<file path="src/inc/id_rom_pkg.sv">
// Purpose: constants and types for the module identification page
// Assumes: byte registers at 16-bit page addresses, read-only
// Notes:   field codes and offsets shared by design and bench
package id_rom_pkg;

	// ------------------------------------------------------------
	// page layout
	// ------------------------------------------------------------
	localparam logic [15:0] PAGE_BASE       = 16'h8000;
	localparam logic [15:0] PAGE_LAST       = 16'h807f;
	localparam int          PAGE_BYTES      = 128;
	localparam logic [6:0]  CHECKSUM_INDEX  = 7'h7f;

	// register offsets (full addresses)
	localparam logic [15:0] FORM_FACTOR_CODE_ADDR        = 16'h8000;
	localparam logic [15:0] EXTENDED_IDENTIFIER_ADDR     = 16'h8001;
	localparam logic [15:0] CONNECTOR_TYPE_CODE_ADDR     = 16'h8002;
	localparam logic [15:0] ETHERNET_APP_CODE_ADDR       = 16'h8003;
	localparam logic [15:0] FIBRE_CHANNEL_APP_CODE_ADDR  = 16'h8004;
	localparam logic [15:0] COPPER_LINK_APPLICATION_CODE_ADDR    = 16'h8005;
	localparam logic [15:0] SONET_SDH_APPLICATION_CODE_ADDR      = 16'h8006;
	localparam logic [15:0] OPTICAL_TRANSPORT_APP_ADDR   = 16'h8007;
	localparam logic [15:0] ADDITIONAL_RATES_ADDR        = 16'h8008;
	localparam logic [15:0] LANE_COUNTS_ADDR             = 16'h8009;
	localparam logic [15:0] HARDWARE_SPEC_REVISION_ADDR  = 16'h8068;
	localparam logic [15:0] MANAGEMENT_SPEC_REV_ADDR     = 16'h8069;
	localparam logic [15:0] MODULE_HW_VERSION_ADDR       = 16'h806a;
	localparam logic [15:0] MODULE_FW_VERSION_ADDR       = 16'h806c;
	localparam logic [15:0] DIAG_MONITORING_TYPE_ADDR    = 16'h806e;
	localparam logic [15:0] DIAG_MODULE_CAPABILITY_ADDR  = 16'h806f;
	localparam logic [15:0] DIAG_LANE_CAPABILITY_ADDR    = 16'h8070;
	localparam logic [15:0] ENHANCED_OPTIONS_FIRST_ADDR  = 16'h8071;
	localparam logic [15:0] MAX_POWER_RAMPUP_ADDR        = 16'h8072;
	localparam logic [15:0] MAX_TX_ENABLE_ADDR           = 16'h8073;
	localparam logic [15:0] HOST_LANE_SIGNAL_TYPE_ADDR   = 16'h8074;
	localparam logic [15:0] TOP_SURFACE_STYLE_ADDR       = 16'h8075;
	localparam logic [15:0] MAX_TX_DISABLE_ADDR          = 16'h8076;
	localparam logic [15:0] MAX_POWER_RAMPDOWN_ADDR      = 16'h8077;
	localparam logic [15:0] ENHANCED_OPTIONS_SECOND_ADDR = 16'h8078;
	localparam logic [15:0] TX_MONITOR_CLOCK_ADDR        = 16'h8079;
	localparam logic [15:0] RX_MONITOR_CLOCK_ADDR        = 16'h807a;
	localparam logic [15:0] ENHANCED_OPTIONS_THIRD_ADDR  = 16'h807b;
	localparam logic [15:0] ID_PAGE_CHECKSUM_ADDR        = 16'h807f;

	// ------------------------------------------------------------
	// field layouts and codes
	// ------------------------------------------------------------
	localparam logic [7:0] FORM_FACTOR_UNKNOWN     = 8'h00;
	localparam logic [7:0] FORM_FACTOR_FIRST_RSVD  = 8'h10;
	localparam logic [7:0] CONNECTOR_UNDEFINED     = 8'h00;
	localparam logic [7:0] CONNECTOR_SC            = 8'h01;
	localparam logic [7:0] CONNECTOR_LC            = 8'h07;
	localparam logic [7:0] CONNECTOR_MT_RJ         = 8'h08;
	localparam logic [7:0] CONNECTOR_MPO           = 8'h09;
	localparam logic [7:0] ETHERNET_FIRST_RSVD     = 8'h10;
	localparam logic [7:0] SONET_SDH_FIRST_RSVD    = 8'h04;
	localparam logic [7:0] OPTICAL_TRANSPORT_RSVD  = 8'h0a;
	localparam logic [7:0] APP_UNDEFINED           = 8'h00;
	localparam logic [1:0] LANE_RATIO_RSVD         = 2'h3;
	localparam logic [7:0] RATES_VALID_MASK        = 8'h1f;
	localparam logic [7:0] DIAG_TYPE_VALID_MASK    = 8'h0c;
	localparam logic [7:0] DIAG_LANE_VALID_MASK    = 8'h0f;
	localparam logic [7:0] DIAG_MODULE_VALID_MASK  = 8'hf7;
	localparam logic [7:0] MIN_TRANSITION_TIME     = 8'h01;
	localparam int         REVISION_SCALE          = 10;

	// extended identifier layout
	typedef struct packed {
		logic [1:0] power_class;
		logic [1:0] lane_ratio;
		logic [2:0] wavelength_mux;
		logic       equipment_catalogue_code_present;
	} extended_id_type;

	// lane count layout: zero means sixteen
	typedef struct packed {
		logic [3:0] network_lanes;
		logic [3:0] host_lanes;
	} lane_counts_type;

	// diagnostic monitoring type layout
	typedef struct packed {
		logic [3:0] reserved_high;
		logic       rx_power_is_average;
		logic       tx_power_is_average;
		logic [1:0] reserved_low;
	} diag_monitoring_type;

	// management read/write request
	typedef struct packed {
		logic        read;
		logic        write;
		logic [15:0] addr;
		logic [15:0] wdata;
	} mgmt_request_type;

endpackage

</file>
<file path="src/core/module_base_id_rom.sv">
// Purpose: read-only identification page of a pluggable transceiver
// Assumes: management controller issues single-cycle read strobes
// Notes:   stored values are strap parameters; checksum computed at build time
`timescale 1ns/10ps

module module_base_id_rom #(
	parameter logic [7:0]  FORM_FACTOR            = 8'h01, // arbitrary value
	parameter logic [1:0]  POWER_CLASS            = 2'h0,
	parameter logic [1:0]  LANE_RATIO             = 2'h2,
	parameter logic [2:0]  WAVELENGTH_MUX         = 3'h0,
	parameter logic        CATALOGUE_CODE_STORED  = 1'b0,
	parameter logic [7:0]  CONNECTOR_TYPE         = 8'h07,
	parameter logic [7:0]  ETHERNET_APP           = 8'h01,
	parameter logic [7:0]  SONET_SDH_APP          = 8'h00,
	parameter logic [7:0]  OPTICAL_TRANSPORT_APP  = 8'h00,
	parameter logic [7:0]  ADDITIONAL_RATES       = 8'h00,
	parameter logic [3:0]  NETWORK_LANES          = 4'h4,
	parameter logic [3:0]  HOST_LANES             = 4'ha,
	parameter int          HW_SPEC_REVISION_X10   = 14,
	parameter int          MGMT_SPEC_REVISION_X10 = 20,
	parameter logic [7:0]  HW_VERSION_MAJOR       = 8'h01,
	parameter logic [7:0]  HW_VERSION_MINOR       = 8'h00,
	parameter logic [7:0]  FW_VERSION_MAJOR       = 8'h01,
	parameter logic [7:0]  FW_VERSION_MINOR       = 8'h00,
	parameter logic        RX_POWER_AVERAGE       = 1'b1,
	parameter logic        TX_POWER_AVERAGE       = 1'b1,
	parameter logic [7:0]  DIAG_MODULE_CAP        = 8'h03,
	parameter logic [7:0]  DIAG_LANE_CAP          = 8'h0f,
	parameter logic [7:0]  ENHANCED_OPTIONS_1     = 8'h00,
	parameter logic [7:0]  RAMPUP_SECONDS         = 8'h01,
	parameter logic [7:0]  TX_ENABLE_SECONDS      = 8'h01,
	parameter logic [7:0]  HOST_LANE_SIGNAL       = 8'h00,
	parameter logic [7:0]  TOP_SURFACE            = 8'h00,
	parameter logic [7:0]  TX_DISABLE_MS          = 8'h01,
	parameter logic [7:0]  RAMPDOWN_SECONDS       = 8'h01,
	parameter logic [7:0]  ENHANCED_OPTIONS_2     = 8'h00,
	parameter logic [7:0]  TX_MONITOR_CLOCK       = 8'h00,
	parameter logic [7:0]  RX_MONITOR_CLOCK       = 8'h00,
	parameter logic [7:0]  ENHANCED_OPTIONS_3     = 8'h00
) (
	input  wire logic                       core_clk,
	input  wire logic                       rst,
	input  wire id_rom_pkg::mgmt_request_type request,
	output logic                            rdata_valid,
	output logic [15:0]                     rdata,
	output logic                            addr_hit
);

	// ------------------------------------------------------------
	// sanitised field values
	// ------------------------------------------------------------

	// clamp a time to the least reportable value of one unit
	function automatic logic [7:0] at_least_one(input logic [7:0] v);
		at_least_one = (v < id_rom_pkg::MIN_TRANSITION_TIME) ?
			id_rom_pkg::MIN_TRANSITION_TIME : v;
	endfunction

	// replace a reserved code by the undefined code
	function automatic logic [7:0] below_or_zero(input logic [7:0] v, input logic [7:0] lim);
		below_or_zero = (v < lim) ? v : id_rom_pkg::APP_UNDEFINED;
	endfunction

	// connector codes other than the defined ones read as undefined
	function automatic logic [7:0] connector_code(input logic [7:0] v);
		case (v)
			id_rom_pkg::CONNECTOR_SC,
			id_rom_pkg::CONNECTOR_LC,
			id_rom_pkg::CONNECTOR_MT_RJ,
			id_rom_pkg::CONNECTOR_MPO: connector_code = v;
			default:                   connector_code = id_rom_pkg::CONNECTOR_UNDEFINED;
		endcase
	endfunction

	localparam logic [7:0] FORM_FACTOR_V =
		below_or_zero(FORM_FACTOR, id_rom_pkg::FORM_FACTOR_FIRST_RSVD);
	localparam logic [1:0] LANE_RATIO_V =
		(LANE_RATIO == id_rom_pkg::LANE_RATIO_RSVD) ? 2'h0 : LANE_RATIO;
	localparam id_rom_pkg::extended_id_type EXT_ID_V = '{
		power_class:                      POWER_CLASS,
		lane_ratio:                       LANE_RATIO_V,
		wavelength_mux:                   WAVELENGTH_MUX,
		equipment_catalogue_code_present: CATALOGUE_CODE_STORED
	};
	localparam logic [7:0] CONNECTOR_V = connector_code(CONNECTOR_TYPE);
	localparam logic [7:0] ETHERNET_V =
		below_or_zero(ETHERNET_APP, id_rom_pkg::ETHERNET_FIRST_RSVD);
	localparam logic [7:0] SONET_V =
		below_or_zero(SONET_SDH_APP, id_rom_pkg::SONET_SDH_FIRST_RSVD);
	localparam logic [7:0] OTN_V =
		below_or_zero(OPTICAL_TRANSPORT_APP, id_rom_pkg::OPTICAL_TRANSPORT_RSVD);
	localparam logic [7:0] RATES_V =
		ADDITIONAL_RATES & id_rom_pkg::RATES_VALID_MASK;
	localparam id_rom_pkg::lane_counts_type LANES_V = '{
		network_lanes: NETWORK_LANES,
		host_lanes:    HOST_LANES
	};
	localparam logic [7:0] HW_REV_V  = 8'(HW_SPEC_REVISION_X10);
	localparam logic [7:0] MGMT_REV_V = 8'(MGMT_SPEC_REVISION_X10);
	localparam id_rom_pkg::diag_monitoring_type DIAG_TYPE_V = '{
		reserved_high:       4'h0,
		rx_power_is_average: RX_POWER_AVERAGE,
		tx_power_is_average: TX_POWER_AVERAGE,
		reserved_low:        2'h0
	};
	localparam logic [7:0] DIAG_MOD_V =
		DIAG_MODULE_CAP & id_rom_pkg::DIAG_MODULE_VALID_MASK;
	localparam logic [7:0] DIAG_LANE_V =
		DIAG_LANE_CAP & id_rom_pkg::DIAG_LANE_VALID_MASK;
	localparam logic [7:0] RAMPUP_V    = at_least_one(RAMPUP_SECONDS);
	localparam logic [7:0] TX_ON_V     = at_least_one(TX_ENABLE_SECONDS);
	localparam logic [7:0] TX_OFF_V    = at_least_one(TX_DISABLE_MS);
	localparam logic [7:0] RAMPDOWN_V  = at_least_one(RAMPDOWN_SECONDS);

	// ------------------------------------------------------------
	// page contents as a constant table
	// ------------------------------------------------------------

	// every unlisted location but the checksum is reserved and reads zero
	function automatic logic [7:0] page_byte(input logic [6:0] idx);
		logic [15:0] a;
		a = id_rom_pkg::PAGE_BASE | {9'h000, idx};
		case (a)
			id_rom_pkg::FORM_FACTOR_CODE_ADDR:        page_byte = FORM_FACTOR_V;
			id_rom_pkg::EXTENDED_IDENTIFIER_ADDR:     page_byte = EXT_ID_V;
			id_rom_pkg::CONNECTOR_TYPE_CODE_ADDR:     page_byte = CONNECTOR_V;
			id_rom_pkg::ETHERNET_APP_CODE_ADDR:       page_byte = ETHERNET_V;
			id_rom_pkg::FIBRE_CHANNEL_APP_CODE_ADDR:  page_byte = id_rom_pkg::APP_UNDEFINED;
			id_rom_pkg::COPPER_LINK_APPLICATION_CODE_ADDR:    page_byte = id_rom_pkg::APP_UNDEFINED;
			id_rom_pkg::SONET_SDH_APPLICATION_CODE_ADDR:      page_byte = SONET_V;
			id_rom_pkg::OPTICAL_TRANSPORT_APP_ADDR:   page_byte = OTN_V;
			id_rom_pkg::ADDITIONAL_RATES_ADDR:        page_byte = RATES_V;
			id_rom_pkg::LANE_COUNTS_ADDR:             page_byte = LANES_V;
			id_rom_pkg::HARDWARE_SPEC_REVISION_ADDR:  page_byte = HW_REV_V;
			id_rom_pkg::MANAGEMENT_SPEC_REV_ADDR:     page_byte = MGMT_REV_V;
			id_rom_pkg::MODULE_HW_VERSION_ADDR:       page_byte = HW_VERSION_MAJOR;
			16'h806b:                                 page_byte = HW_VERSION_MINOR;
			id_rom_pkg::MODULE_FW_VERSION_ADDR:       page_byte = FW_VERSION_MAJOR;
			16'h806d:                                 page_byte = FW_VERSION_MINOR;
			id_rom_pkg::DIAG_MONITORING_TYPE_ADDR:    page_byte = DIAG_TYPE_V;
			id_rom_pkg::DIAG_MODULE_CAPABILITY_ADDR:  page_byte = DIAG_MOD_V;
			id_rom_pkg::DIAG_LANE_CAPABILITY_ADDR:    page_byte = DIAG_LANE_V;
			id_rom_pkg::ENHANCED_OPTIONS_FIRST_ADDR:  page_byte = ENHANCED_OPTIONS_1;
			id_rom_pkg::MAX_POWER_RAMPUP_ADDR:        page_byte = RAMPUP_V;
			id_rom_pkg::MAX_TX_ENABLE_ADDR:           page_byte = TX_ON_V;
			id_rom_pkg::HOST_LANE_SIGNAL_TYPE_ADDR:   page_byte = HOST_LANE_SIGNAL;
			id_rom_pkg::TOP_SURFACE_STYLE_ADDR:       page_byte = TOP_SURFACE;
			id_rom_pkg::MAX_TX_DISABLE_ADDR:          page_byte = TX_OFF_V;
			id_rom_pkg::MAX_POWER_RAMPDOWN_ADDR:      page_byte = RAMPDOWN_V;
			id_rom_pkg::ENHANCED_OPTIONS_SECOND_ADDR: page_byte = ENHANCED_OPTIONS_2;
			id_rom_pkg::TX_MONITOR_CLOCK_ADDR:        page_byte = TX_MONITOR_CLOCK;
			id_rom_pkg::RX_MONITOR_CLOCK_ADDR:        page_byte = RX_MONITOR_CLOCK;
			id_rom_pkg::ENHANCED_OPTIONS_THIRD_ADDR:  page_byte = ENHANCED_OPTIONS_3;
			default:                                  page_byte = 8'h00;
		endcase
	endfunction

	// modulo-256 sum of every location below the checksum
	function automatic logic [7:0] page_sum();
		logic [7:0] s;
		s = 8'h00;
		for (int i = 0; i < id_rom_pkg::PAGE_BYTES - 1; i++) begin
			s = s + page_byte(7'(i));
		end
		page_sum = s;
	endfunction

	localparam logic [7:0] CHECKSUM_V = page_sum();

	// ------------------------------------------------------------
	// read decode
	// ------------------------------------------------------------

	// the page is the lower half of the 8000h..80ffh block
	wire        in_page   = (request.addr[15:7] == id_rom_pkg::PAGE_BASE[15:7]);
	wire  [6:0] index     = request.addr[6:0];
	wire        is_csum   = (index == id_rom_pkg::CHECKSUM_INDEX);
	wire  [7:0] sel_byte  = is_csum ? CHECKSUM_V : page_byte(index);
	wire        take_read = request.read & in_page;

	assign addr_hit = in_page; // writes are accepted and dropped

	// registered read answer, one cycle after the strobe
	always_ff @(posedge core_clk or posedge rst) begin
		if (rst) begin
			rdata_valid <= 1'b0;
			rdata       <= 16'h0000;
		end else begin
			rdata_valid <= take_read;
			if (take_read) begin
				rdata <= {8'h00, sel_byte};
			end
		end
	end

endmodule

</file>
<file path="config.mk">
export PLATFORM = sky130hd
export DESIGN_NAME = module_base_id_rom
export DESIGN_NICKNAME = d
export VERILOG_FILES = /design/src/inc/id_rom_pkg.sv /design/src/core/module_base_id_rom.sv
export SDC_FILE = /design/constraint.sdc
export NUM_CORES = 1
export LEC_CHECK = 0
export BUFFER_PORTS_ARGS = -buffer_cell sky130_fd_sc_hd__clkbuf_2
export CAP_MARGIN = 20
export CORE_UTILIZATION = 25
export CTS_BUF_LIST = sky130_fd_sc_hd__clkbuf_8
export DETAILED_ROUTE_END_ITERATION = 8
export GPL_TIMING_DRIVEN = 0
export PLACE_DENSITY = 0.57
export SLEW_MARGIN = 20
export SYNTH_ARGS = -nofsm -noshare
export SYNTH_HDL_FRONTEND = slang
export SYNTH_SLANG_ARGS = --single-unit
</file>
<file path="constraint.sdc">
create_clock -name core_clk -period 1.5 [get_ports core_clk]
set_clock_uncertainty 0.1 [all_clocks]
set_input_delay 0.225 -clock core_clk [delete_from_list [all_inputs] [get_ports core_clk]]
set_output_delay 0.225 -clock core_clk [all_outputs]
set_load 0.05 [all_outputs]
</file>
== Yosys cells after proc, flatten, opt, wreduce, memory -nomap -nowiden ==
Cells that the tools add are included.

* Add/subtract/negate cells: 0
* Multiply operators: 0
* Divide/modulo/power cells: 0
* Magnitude comparators: 0
* Eq/ne operators: 17
* Shift-type cells: 0
* Multiplexer cells: 2
* Bitwise gates (word level): 1
* Reduce and logical (&&, ||, !) cells: 2

{| class="wikitable"
|+ Operators with widths
! cell !! number
|-
| equality test 7 bit, second input constant || 12
|-
| case mux 7 bit (9 select lines) || 1
|-
| equality test 7 x 2 -> 1 bit, second input constant || 2
|-
| equality test 9 bit, second input constant || 1
|-
| two-way mux 8 bit || 1
|-
| OR reduction 8 bit || 1
|-
| equality test 7 x 1 -> 1 bit, second input constant || 1
|-
| equality test 7 x 4 -> 1 bit, second input constant || 1
|-
| zero test 7 bit || 1
|-
| AND 1 bit || 1
|}

* Register bits: 9
* Bits in latches: 0
* Bits in writable memories: 0
* ROM bits: 0
* Input bits: 36
* Output and inout port bits: 18
* Logic and storage cells: 24
* Memories kept: 0

== Longest topological paths before layout ==
Gate-level depths: netlist of run 1.

* Depth after elaboration: 4
* Gate-level depth with buffers: 5
* Gate-level depth less buffers: 4

== Worst setup path after synthesis of run 1 ==
No wires, ideal clock.

* Path type: input-to-output
* Start: in request[25] in the netlist's numbering
* End: out addr_hit
* Data arrival time: 1.865 ns
* Required time: 1.175 ns
* Path slack: -0.690 ns
* Stages on the path: 2
* Buffers on the path: 0
* Cell sequence: or4_1 nor3_1

* Cells in the longest elaborated chain, start to end: 1

{| class="wikitable"
|+ Ends and longest elaborated chain
! item !! RTL line !! text
|-
| start: declaration || module_base_id_rom.sv:43 || <nowiki>input wire id_rom_pkg::mgmt_request_type request,</nowiki>
|-
| equality test 9 bit || module_base_id_rom.sv:175 || <nowiki>wire in_page = (request.addr[15:7] == id_rom_pkg::PAGE_BASE[15:7]);</nowiki>
|-
| end: declaration || module_base_id_rom.sv:46 || <nowiki>output logic addr_hit</nowiki>
|}

No other way between the ends.

== Worst setup path after layout of run 1 ==
* Start: in request[30] in the netlist's numbering
* End: out addr_hit

The elaborated chain is that of the path after synthesis.

==> results of run 1 <==
report_power, final:
| part | leakage, nW | switching (mW) | internal, mW |
|---|---|---|---|
| logic | 0.345 | 0.148 | 0.0766 |
| registers | 0.115 | 0.00602 | 0.254 |
| clock network | 0.0269 | 0.0923 | 0.178 |
per-stage QoR:
step	power, mW	hold WS [ns]
after floorplan	0.4301	-0.04708
after global placement	0.4763	0.06773
after detailed placement	0.4813	0.08321
after CTS	0.7612	0.2068
after global routing	0.7964	0.2490
final	0.7547	0.2095
kinds of logic (layout without fill, tap and decap cells):
| group | after synthesis | in the layout | share of synthesized area (%) |
|---|---|---|---|
| AND/OR/NAND/NOR | 38 | 38 | 32.17 |
| buffers and inverters | 19 | 48 | 16.26 |
| flip-flops | 9 | 9 | 31.47 |
| other | 1 | 8 | 0.5240 |
| XOR/XNOR | 1 | 1 | 1.224 |
| AO/OA/AOI/OAI | 16 | 16 | 18.36 |
critical path: stages:
cell and delay [ns]:
clkbuf_2 0.08, or4_4 0.55, nor3_4 0.15, buf_8 0.17
worst max-delay path by stage:
| stage | start | cells after the start | endpoint |
|---|---|---|---|
| 6_report | request[30] | 4 | addr_hit |
| 5_1_grt | request[30] | 4 | addr_hit |
| 4_1_cts | request[30] | 4 | addr_hit |
| 3_5_place_dp | request[18] | 5 | rdata[0]$_DFFE_PP0P_ |
| 3_3_place_gp | request[18] | 5 | rdata[0]$_DFFE_PP0P_ |
| 2_1_floorplan | request[22] | 5 | rdata[0]$_DFFE_PP0P_ |
cell usage in the layout, fill, tap and decap left out, types with 3 or more instances in the layout:
master	Yosys	layout
buf_4	9	9
dfrtp_1	9	9
a21oi_1	3	3
nand2_1	3	3
clkbuf_2	0	21
buf_8	0	3
conb_1	1	8
nor2_1	8	8
clkbuf_8	0	3
o21ai_0	3	3
nand3_1	3	3
inv_1	6	7
per-layer routing:
metal / part of all wire, % / vias up / wire length [um] / global-route usage (%)
li1: - / 360 / - / -
met1: 45 / 340 / 761 / 16.28
met2: 47 / 29 / 788 / 16.01
met3: 6.0 / 5 / 101 / 2.810
met4: 2.0 / 0 / 34 / 6.429
met5: 0 / - / 0 / 0
cell type report:
cell class	instances	area, um^2	area share (%)
clock buffers	3	41.29	3.947
inverters	6	22.52	2.153
clock inverters	1	3.754	0.3589
multi-input cells	63	451.7	43.18
repair buffers	25	152.6	14.59
flip-flops and latches	9	225.2	21.53
well taps	31	38.79	3.708
plain buffers	13	110.1	10.53
cell usage after synthesis, drive strengths merged:
| cell | count |
|---|---|
| nand2b | 2 |
| nand2 | 3 |
| o21ai | 3 |
| nand4b | 1 |
| or3b | 2 |
| nor4 | 2 |
| inv | 6 |
| nor2 | 8 |
| or4 | 4 |
| a211oi | 1 |
| nor3 | 4 |
| or3 | 2 |
| nor4b | 1 |
| and2 | 1 |
| xor2 | 1 |
| conb | 1 |
| nand3b | 1 |
| a31oi | 2 |
| o22a | 1 |
| o22ai | 2 |
| a2111oi | 2 |
| a2bb2oi | 1 |
| or4b | 2 |
| a311oi | 1 |
| or2 | 1 |
| buf | 13 |
| a21oi | 3 |
| nand4 | 1 |
| dfrtp | 9 |
| nand3 | 3 |
timing repair:
action / CTS / global route
setup endpoints to repair: 1 / 3
resized for setup: 2 / 9
hold buffers: 1 / 0
cloned: 0 / 0
endpoints found under the hold margin: 9 / 0
pin swaps: 1 / 4
buffers inserted: 0 / 0
registers in the layout, summed over array words and instances, names as in the netlist:
register / cells
rdata: 8
rdata_valid: 1
==> flow_summary.toml, run 1 <==
[clocking]
clk_latency_ns = 0.23
numCtsBuffers = 3
h-tree-depth = 1
cts_max_path_buffers = 2
cts_tree = "built"
cts_sinks = 9
clk_pin_slew_ns = 0.04
clockRootBuffer = "clkbuf_8"

[timing]
setup_violations = 0
rsz0062_at_grt = "true"
finalHoldViolCount = 0
max_freq_mhz = 666.7
fin_crit_ns = 1.500
setup_slack_ns = 0.0001364
finalSetupTns_ns = 0
period_share_pct = 99.99
final_max_slew_viol_count = 0

[die]
fp.dieH_um = 55.51
ios = 54
core_area_um2 = 2734
die_area_um2 = 3081
core.rowCount = 19
start_util_pct = 26.18
die_w_um = 55.51

[placed_design]
dp_slack_ns = -0.2097
hpwl_um = 1344
numPortBuffers = 24
gp_congestion = 0.8060
placed_area_um2 = 962.2
dp.cells = 146

[power]
peakVddDrop_uv = 522.3
p_leak_nw = 0.4864
p_per_area_nw_per_um2 = 721.5

[hold_path]
min_path_cells = 3
worst_hold_path_type = "primary input to flip-flop"
min_from = "request[19]"
hold_end = "rdata[6]$_DFFE_PP0P_"

[worst_setup_path]
timing.rr.start = "rdata[3]$_DFFE_PP0P_"
critical_path_required_ns = 1.17
r2r-end = "rdata[3]$_DFFE_PP0P_"
arrival_ns = 1.17
cp-start-kind = "primary input"
ff2ff_path_depth = 1
cp-end-kind = "primary output"
crit_path_max_fanout = 2
ff2ff_setup_slack_ns = 0.69
critical_path_class = "primary input to primary output"

[outcome]
status = "completed"

[global_route]
grt_pass1_vias = 644
grt_use_total_pct = 11.55
grt_pass1_wl_um = 2849
antenna_found_initial = 0
grt_max_degree = 11
grt_overflow = 0

[drt]
wl_um = 1686
dr.pass1.iters = 4
wl_per_cell_um = 11.17
antenna_left = 0
vias_per_cell = 4.861
vias = 734
drcViolationCount = 0
drt_iter0_markers = 24

[final_layout]
nFillCells = 282
area_growth_pct = 46.15
diodes = 0
nets = 157
drive_above_1_share_pct = 43.33
final_area_um2 = 1046
utilization_pct = 38.26
stdcell_count = 151

[synth]
synth_cell_type_count = 37
synth_cells = 84
syn_area_um2 = 715.7
synth_top_cell_by_area = "dfrtp_1"
yosys-top-cells-area = "dfrtp_1 (31%), buf_4 (9.4%), nor2_1 (4.2%)"
synth_top_area_share_pct = 31.47
ys_warn_count = 0
ys_ff_latch = 9
syn-mean-instance-area_um2 = 8.520
seq_area_frac_synth_pct = 31.47

[job]
drv_cap = 0
(Power assumes the default switching activity.)
==> run 2, diff against run 1 <==
--- a/config.mk
+++ b/config.mk
@@ -7,10 +7,10 @@
 export LEC_CHECK = 0
 export BUFFER_PORTS_ARGS = -buffer_cell sky130_fd_sc_hd__clkbuf_2
 export CAP_MARGIN = 20
+export CORE_ASPECT_RATIO = 1.1
 export CORE_UTILIZATION = 25
 export CTS_BUF_LIST = sky130_fd_sc_hd__clkbuf_8
 export DETAILED_ROUTE_END_ITERATION = 8
-export GPL_TIMING_DRIVEN = 0
 export PLACE_DENSITY = 0.57
 export SLEW_MARGIN = 20
 export SYNTH_ARGS = -nofsm -noshare
==> run 2 against run 1 <==
- the run now ends with setup timing left
- non-clock buffer count rose by 12
- via count rose by 4.0%
- setup slack got worse by 0.10 ns
- critical path depth rose by 1
- final cell count rose by 7.9%
- highest routed layer unchanged
- die area barely moved
- sequential cell count did not move
- combinational power rose by 4%
==> flow_summary.toml, run 2 (synthesized netlist as in run 1, its figures left out) <==
[die]
fp.dieH_um = 58.12
die_area_um2 = 3081
core_area_um2 = 2615
start_util_pct = 27.37
ios = 54
core.rowCount = 19
die_w_um = 53.02

[hold_path]
min_from = "request[30]"
worst_hold_path_type = "primary input to flip-flop"

[worst_setup_path]
crit_chain = "clkbuf_2, or4_4, buf_6, nor3_4, buf_12"
critical_path_class = "primary input to primary output"
slowest_delay_ns = 0.54
cp-start-kind = "primary input"
crit_path_max_fanout = 2
arrival_ns = 1.28
cpMaxStageDelayCell = "or4_4"
cp-end-kind = "primary output"
crit_path_start = "request[25]"
timing.rr.start = "rdata[3]$_DFFE_PP0P_"
critical_path_required_ns = 1.17

[drt]
drcViolationCount = 0
dr.pass1.iters = 4
wl_met3_um = 124
wl_um = 1865
vias_per_cell = 4.681
wl_per_cell_um = 11.44
wl_met2_um = 882
vias = 763
drt_iter0_markers = 10
wl_met1_um = 795
antenna_left = 0
top_layer = "met4"

[final_layout]
largest_reg_flops = 8
drive_above_1_share_pct = 47.73
final_common_cell = "clkbuf_2"
top_register = "rdata"
final_cell_mix = "clkbuf_2 (27), buf_4 (20), dfrtp_1 (9)"
utilization_pct = 42.20
reg.largest.list = "rdata: 8 flops, rdata_valid: 1 flops"
area_growth_pct = 54.20
nets = 169
diodes = 0

[placed_design]
hpwl_um = 1620
gp_congestion = 0.8054
numPortBuffers = 28
dp_slack_ns = -0.2431

[global_route]
grt_pass1_vias = 742
grt_overflow = 0
grt_use_total_pct = 13.76
grt_max_degree = 10
antenna_found_initial = 0
grt_pass1_wl_um = 3001

[clocking]
cts_max_path_buffers = 2
clockRootBuffer = "clkbuf_8"
clk_latency_ns = 0.23
h-tree-depth = 1
cts_tree = "built"
numCtsBuffers = 3
clk_pin_slew_ns = 0.04
cts_setup_buffers = 0
cts_sinks = 9

[timing]
rsz0062_at_grt = "true"
finalSetupTns_ns = -0.1032
fin_crit_ns = 1.603
max_freq_mhz = 623.8
period_share_pct = 106.9
setup_slack_ns = -0.1032
setup_violations = 1
finalHoldViolCount = 0
final_max_slew_viol_count = 0

[job]
drv_cap = 0

[power]
p_per_area_nw_per_um2 = 694.4
peakVddDrop_uv = 442.2
p_leak_nw = 0.5284

[outcome]
failed_checks = "setup timing"
status = "finished, violations left"
run 2: metal layers:
layer	track usage (%)	vias up
met5	0	-
met4	9.774	0
met3	3.937	7
met2	23.15	32
met1	14.33	336
li1	-	388
run 2: final cells by class:
cell class	count	area, um^2
fill	277	1511
multi-input combinational	63	445.4
timing repair buffer	50	326.6
sequential	9	225.2
clock buffer	3	41.29
tap	31	38.79
inverter	6	22.52
clock inverter	1	3.754
run 2: metrics by stage:
| stage | std cells | power [mW] | instance area (um^2) | hold WS (ns) |
|---|---|---|---|---|
| floorplan | 91 | 0.4301 | 803.3 | -0.04708 |
| detailed placement | 158 | 0.4955 | 1045 | 0.08138 |
| global route | 163 | 0.8127 | 1104 | 0.3294 |
| finish | 163 | 0.7663 | 1104 | 0.3122 |
| global placement | 158 | 0.4905 | 1045 | 0.06856 |
| CTS | 163 | 0.7772 | 1104 | 0.3174 |
run 2: what timing repair did:
item	4_1_cts	5_1_grt
endpoints found under the hold margin	9	0
setup endpoints to repair	1	8
hold buffers	1	0
resized for setup	1	0
pin swaps	0	0
run 2: final timing paths:
check                      cells after the start                     to  slack, ns
hold reg to reg                                2   rdata[7]$_DFFE_PP0P_       0.40
min in group asynchronous                      3   rdata[6]$_DFFE_PP0P_       0.38
hold / removal                                 4  rdata_valid$_DFF_PP0_       0.31
setup reg to reg                               1   rdata[3]$_DFFE_PP0P_       0.70
max in group asynchronous                      3   rdata[7]$_DFFE_PP0P_       0.67
setup / recovery                               5               addr_hit      -0.10
run 2: where the power goes:
group          switching (mW)  leakage (nW)  internal (mW)
clock                  0.0945        0.0269          0.178
sequential            0.00565         0.115          0.254
combinational           0.153         0.387         0.0815
run 2: worst max-delay path: cells and delay by family:
kind,cells,cell delay [ns]
buffers and inverters,3,0.38
and+or+nand+nor,2,0.68
==> run 3, diff against run 2 <==
--- a/config.mk
+++ b/config.mk
@@ -8,6 +8,7 @@
 export BUFFER_PORTS_ARGS = -buffer_cell sky130_fd_sc_hd__clkbuf_2
 export CAP_MARGIN = 20
 export CORE_ASPECT_RATIO = 1.1
+export CORE_MARGIN = 2
 export CORE_UTILIZATION = 25
 export CTS_BUF_LIST = sky130_fd_sc_hd__clkbuf_8
 export DETAILED_ROUTE_END_ITERATION = 8
==> run 3 against run 2 <==
- the flow still finishes with violations (setup timing)
- global-route usage decreased by 1.6 points
- non-clock buffer count increased by 2
- sequential share of layout area decreased by 0.39 points
- hold slack improved by 0.018 ns
- core utilization decreased by 1.3 points
- clock power decreased by 1%
- clock-buffer cell count unchanged
- die area increased by 7.3%
- sequential power about the same
- final cell count increased by 2.5%
- combinational power increased by 3%
==> flow_summary.toml, run 3 (synthesized netlist as in run 1, its figures left out) <==
[outcome]
status = "finished, violations left"
failed_checks = "setup timing"

[final_layout]
top_register = "rdata"
area_growth_pct = 57.17
stdcell_count = 167
final_area_um2 = 1125
drive_above_1_share_pct = 49.25
largest_reg_flops = 8
final_cell_mix = "clkbuf_2 (26), buf_4 (22), dfrtp_1 (9)"
diodes = 0
reg.largest.list = "rdata: 8 flops, rdata_valid: 1 flops"
utilization_pct = 40.86
nets = 171
final_common_cell = "clkbuf_2"

[clocking]
cts_sinks = 9
numCtsBuffers = 3
cts_max_path_buffers = 2
clk_latency_ns = 0.23
h-tree-depth = 1
cts_tree = "built"
clockRootBuffer = "clkbuf_8"
clk_pin_slew_ns = 0.04

[timing]
finalHoldViolCount = 0
fin_crit_ns = 1.598
fin_hold_ws_ns = 0.3304
period_share_pct = 106.5
final_max_slew_viol_count = 0
setup_slack_ns = -0.09814
max_freq_mhz = 625.7
rsz0062_at_grt = "true"
setup_violations = 1

[job]
drv_cap = 0

[worst_setup_path]
crit_path_max_fanout = 2
critical_path_class = "primary input to primary output"
crit_chain = "clkbuf_2, or4_4, buf_6, nor3_4, buf_8"
arrival_ns = 1.27
slowest_delay_ns = 0.54
cp-end-kind = "primary output"
cp-start-kind = "primary input"
cpMaxStageDelayCell = "or4_4"
critical_path_required_ns = 1.17

[global_route]
grt_util_met3_pct = 0.7500
grtUsageMet2_pct = 21.26
grtUsageMet1_pct = 15.56
grt_overflow = 0
grt_pass1_wl_um = 2918
grt_max_degree = 10
antenna_found_initial = 0
grt_pass1_vias = 685
grt_use_total_pct = 12.20
grt-busiest-layer = "met2"

[hold_path]
worst_hold_path_type = "primary input to flip-flop"

[power]
p_int_uw = 517.4
switching_power_uw = 250.0
clkPwrFrac_pct = 34.9
peakVddDrop_uv = 493.9
p_per_area_nw_per_um2 = 682.3
p_sw_share_pct = 32.58
power_frac_seq_pct = 33.9
p_leak_nw = 0.5406
pwr-share-comb_pct = 31.2

[placed_design]
placed_area_um2 = 1047
hpwl_um = 1646
numPortBuffers = 28
gp_congestion = 0.7902
dp.cells = 162

[drt]
drcViolationCount = 0
vias_per_cell = 4.611
vias = 770
wl_per_cell_um = 11.66
wl_um = 1948
dr.pass1.iters = 4
antenna_left = 0
drt_iter0_markers = 13

[die]
core.rowCount = 20
fp.dieH_um = 60.12
die_area_um2 = 3307
core_area_um2 = 2753
die_w_um = 55.02
start_util_pct = 26.00
ios = 54
-- run 3: cell count changes in the layout (fill, tap and decap cells not counted), sizes merged --
cell,before,now
buf,22,25
clkbuf,30,29
-- run 3: cell type report --
class,instances,area [um^2]
flip-flops and latches,9,225.2
clock inverters,1,3.754
inverters,6,22.52
well taps,33,41.29
clock buffers,3,41.29
repair buffers,52,342.8
fillers,301,1628
multi-input cells,63,447.9
-- run 3: power by group through the flow --
stage | clock, mW | sequential (mW) | combinational, mW
finish | 0.268 | 0.260 | 0.240
global route | 0.288 | 0.261 | 0.258
CTS | 0.272 | 0.260 | 0.239
detailed placement | 0 | 0.263 | 0.236
global placement | 0 | 0.263 | 0.232
floorplan | 0 | 0.299 | 0.131
-- run 3: stage by stage --
| stage | power [mW] | TNS (ns) | setup slack [ns] |
|---|---|---|---|
| floorplan | 0.4301 | -0.1655 | -0.07337 |
| CTS | 0.7711 | -0.1154 | -0.1154 |
| global route | 0.8068 | -0.1800 | -0.1297 |
| global placement | 0.4942 | -1.465 | -0.2217 |
| finish | 0.7675 | -0.09814 | -0.09814 |
| detailed placement | 0.4990 | -1.649 | -0.2371 |
-- run 3: per-layer routing --
layer	part of all wire, %	up-vias
li1	-	391
met1	44	348
met2	50	31
met3	5.4	0
met4	0	0
met5	0	-
-- run 3: repair_timing --
action / 4_1_cts / 5_1_grt
endpoints found under the hold margin: 9 / 0
pin swaps: 0 / 0
endpoints found under the setup margin: 2 / 4
setup buffers: 0 / 0
hold buffers: 1 / 0
resized for setup: 4 / 5
-- run 3: worst paths after layout --
check                                        end  slack (ns)            startpoint  depth (start not counted)
max                                     addr_hit        -0.1           request[25]                          5
min                        rdata_valid$_DFF_PP0_        0.33           request[30]                          4
max reg2reg                 rdata[3]$_DFFE_PP0P_        0.70  rdata[3]$_DFFE_PP0P_                          1
min reg2reg                 rdata[7]$_DFFE_PP0P_        0.40  rdata[7]$_DFFE_PP0P_                          2
max in group asynchronous   rdata[5]$_DFFE_PP0P_        0.67                   rst                          3
min in group asynchronous   rdata[4]$_DFFE_PP0P_        0.39                   rst                          3
-- run 3: worst max-delay path: cells and delay by family --
kind                   cells  cell delay [ns]
and+or+nand+nor            2             0.67
buffers and inverters      3             0.39
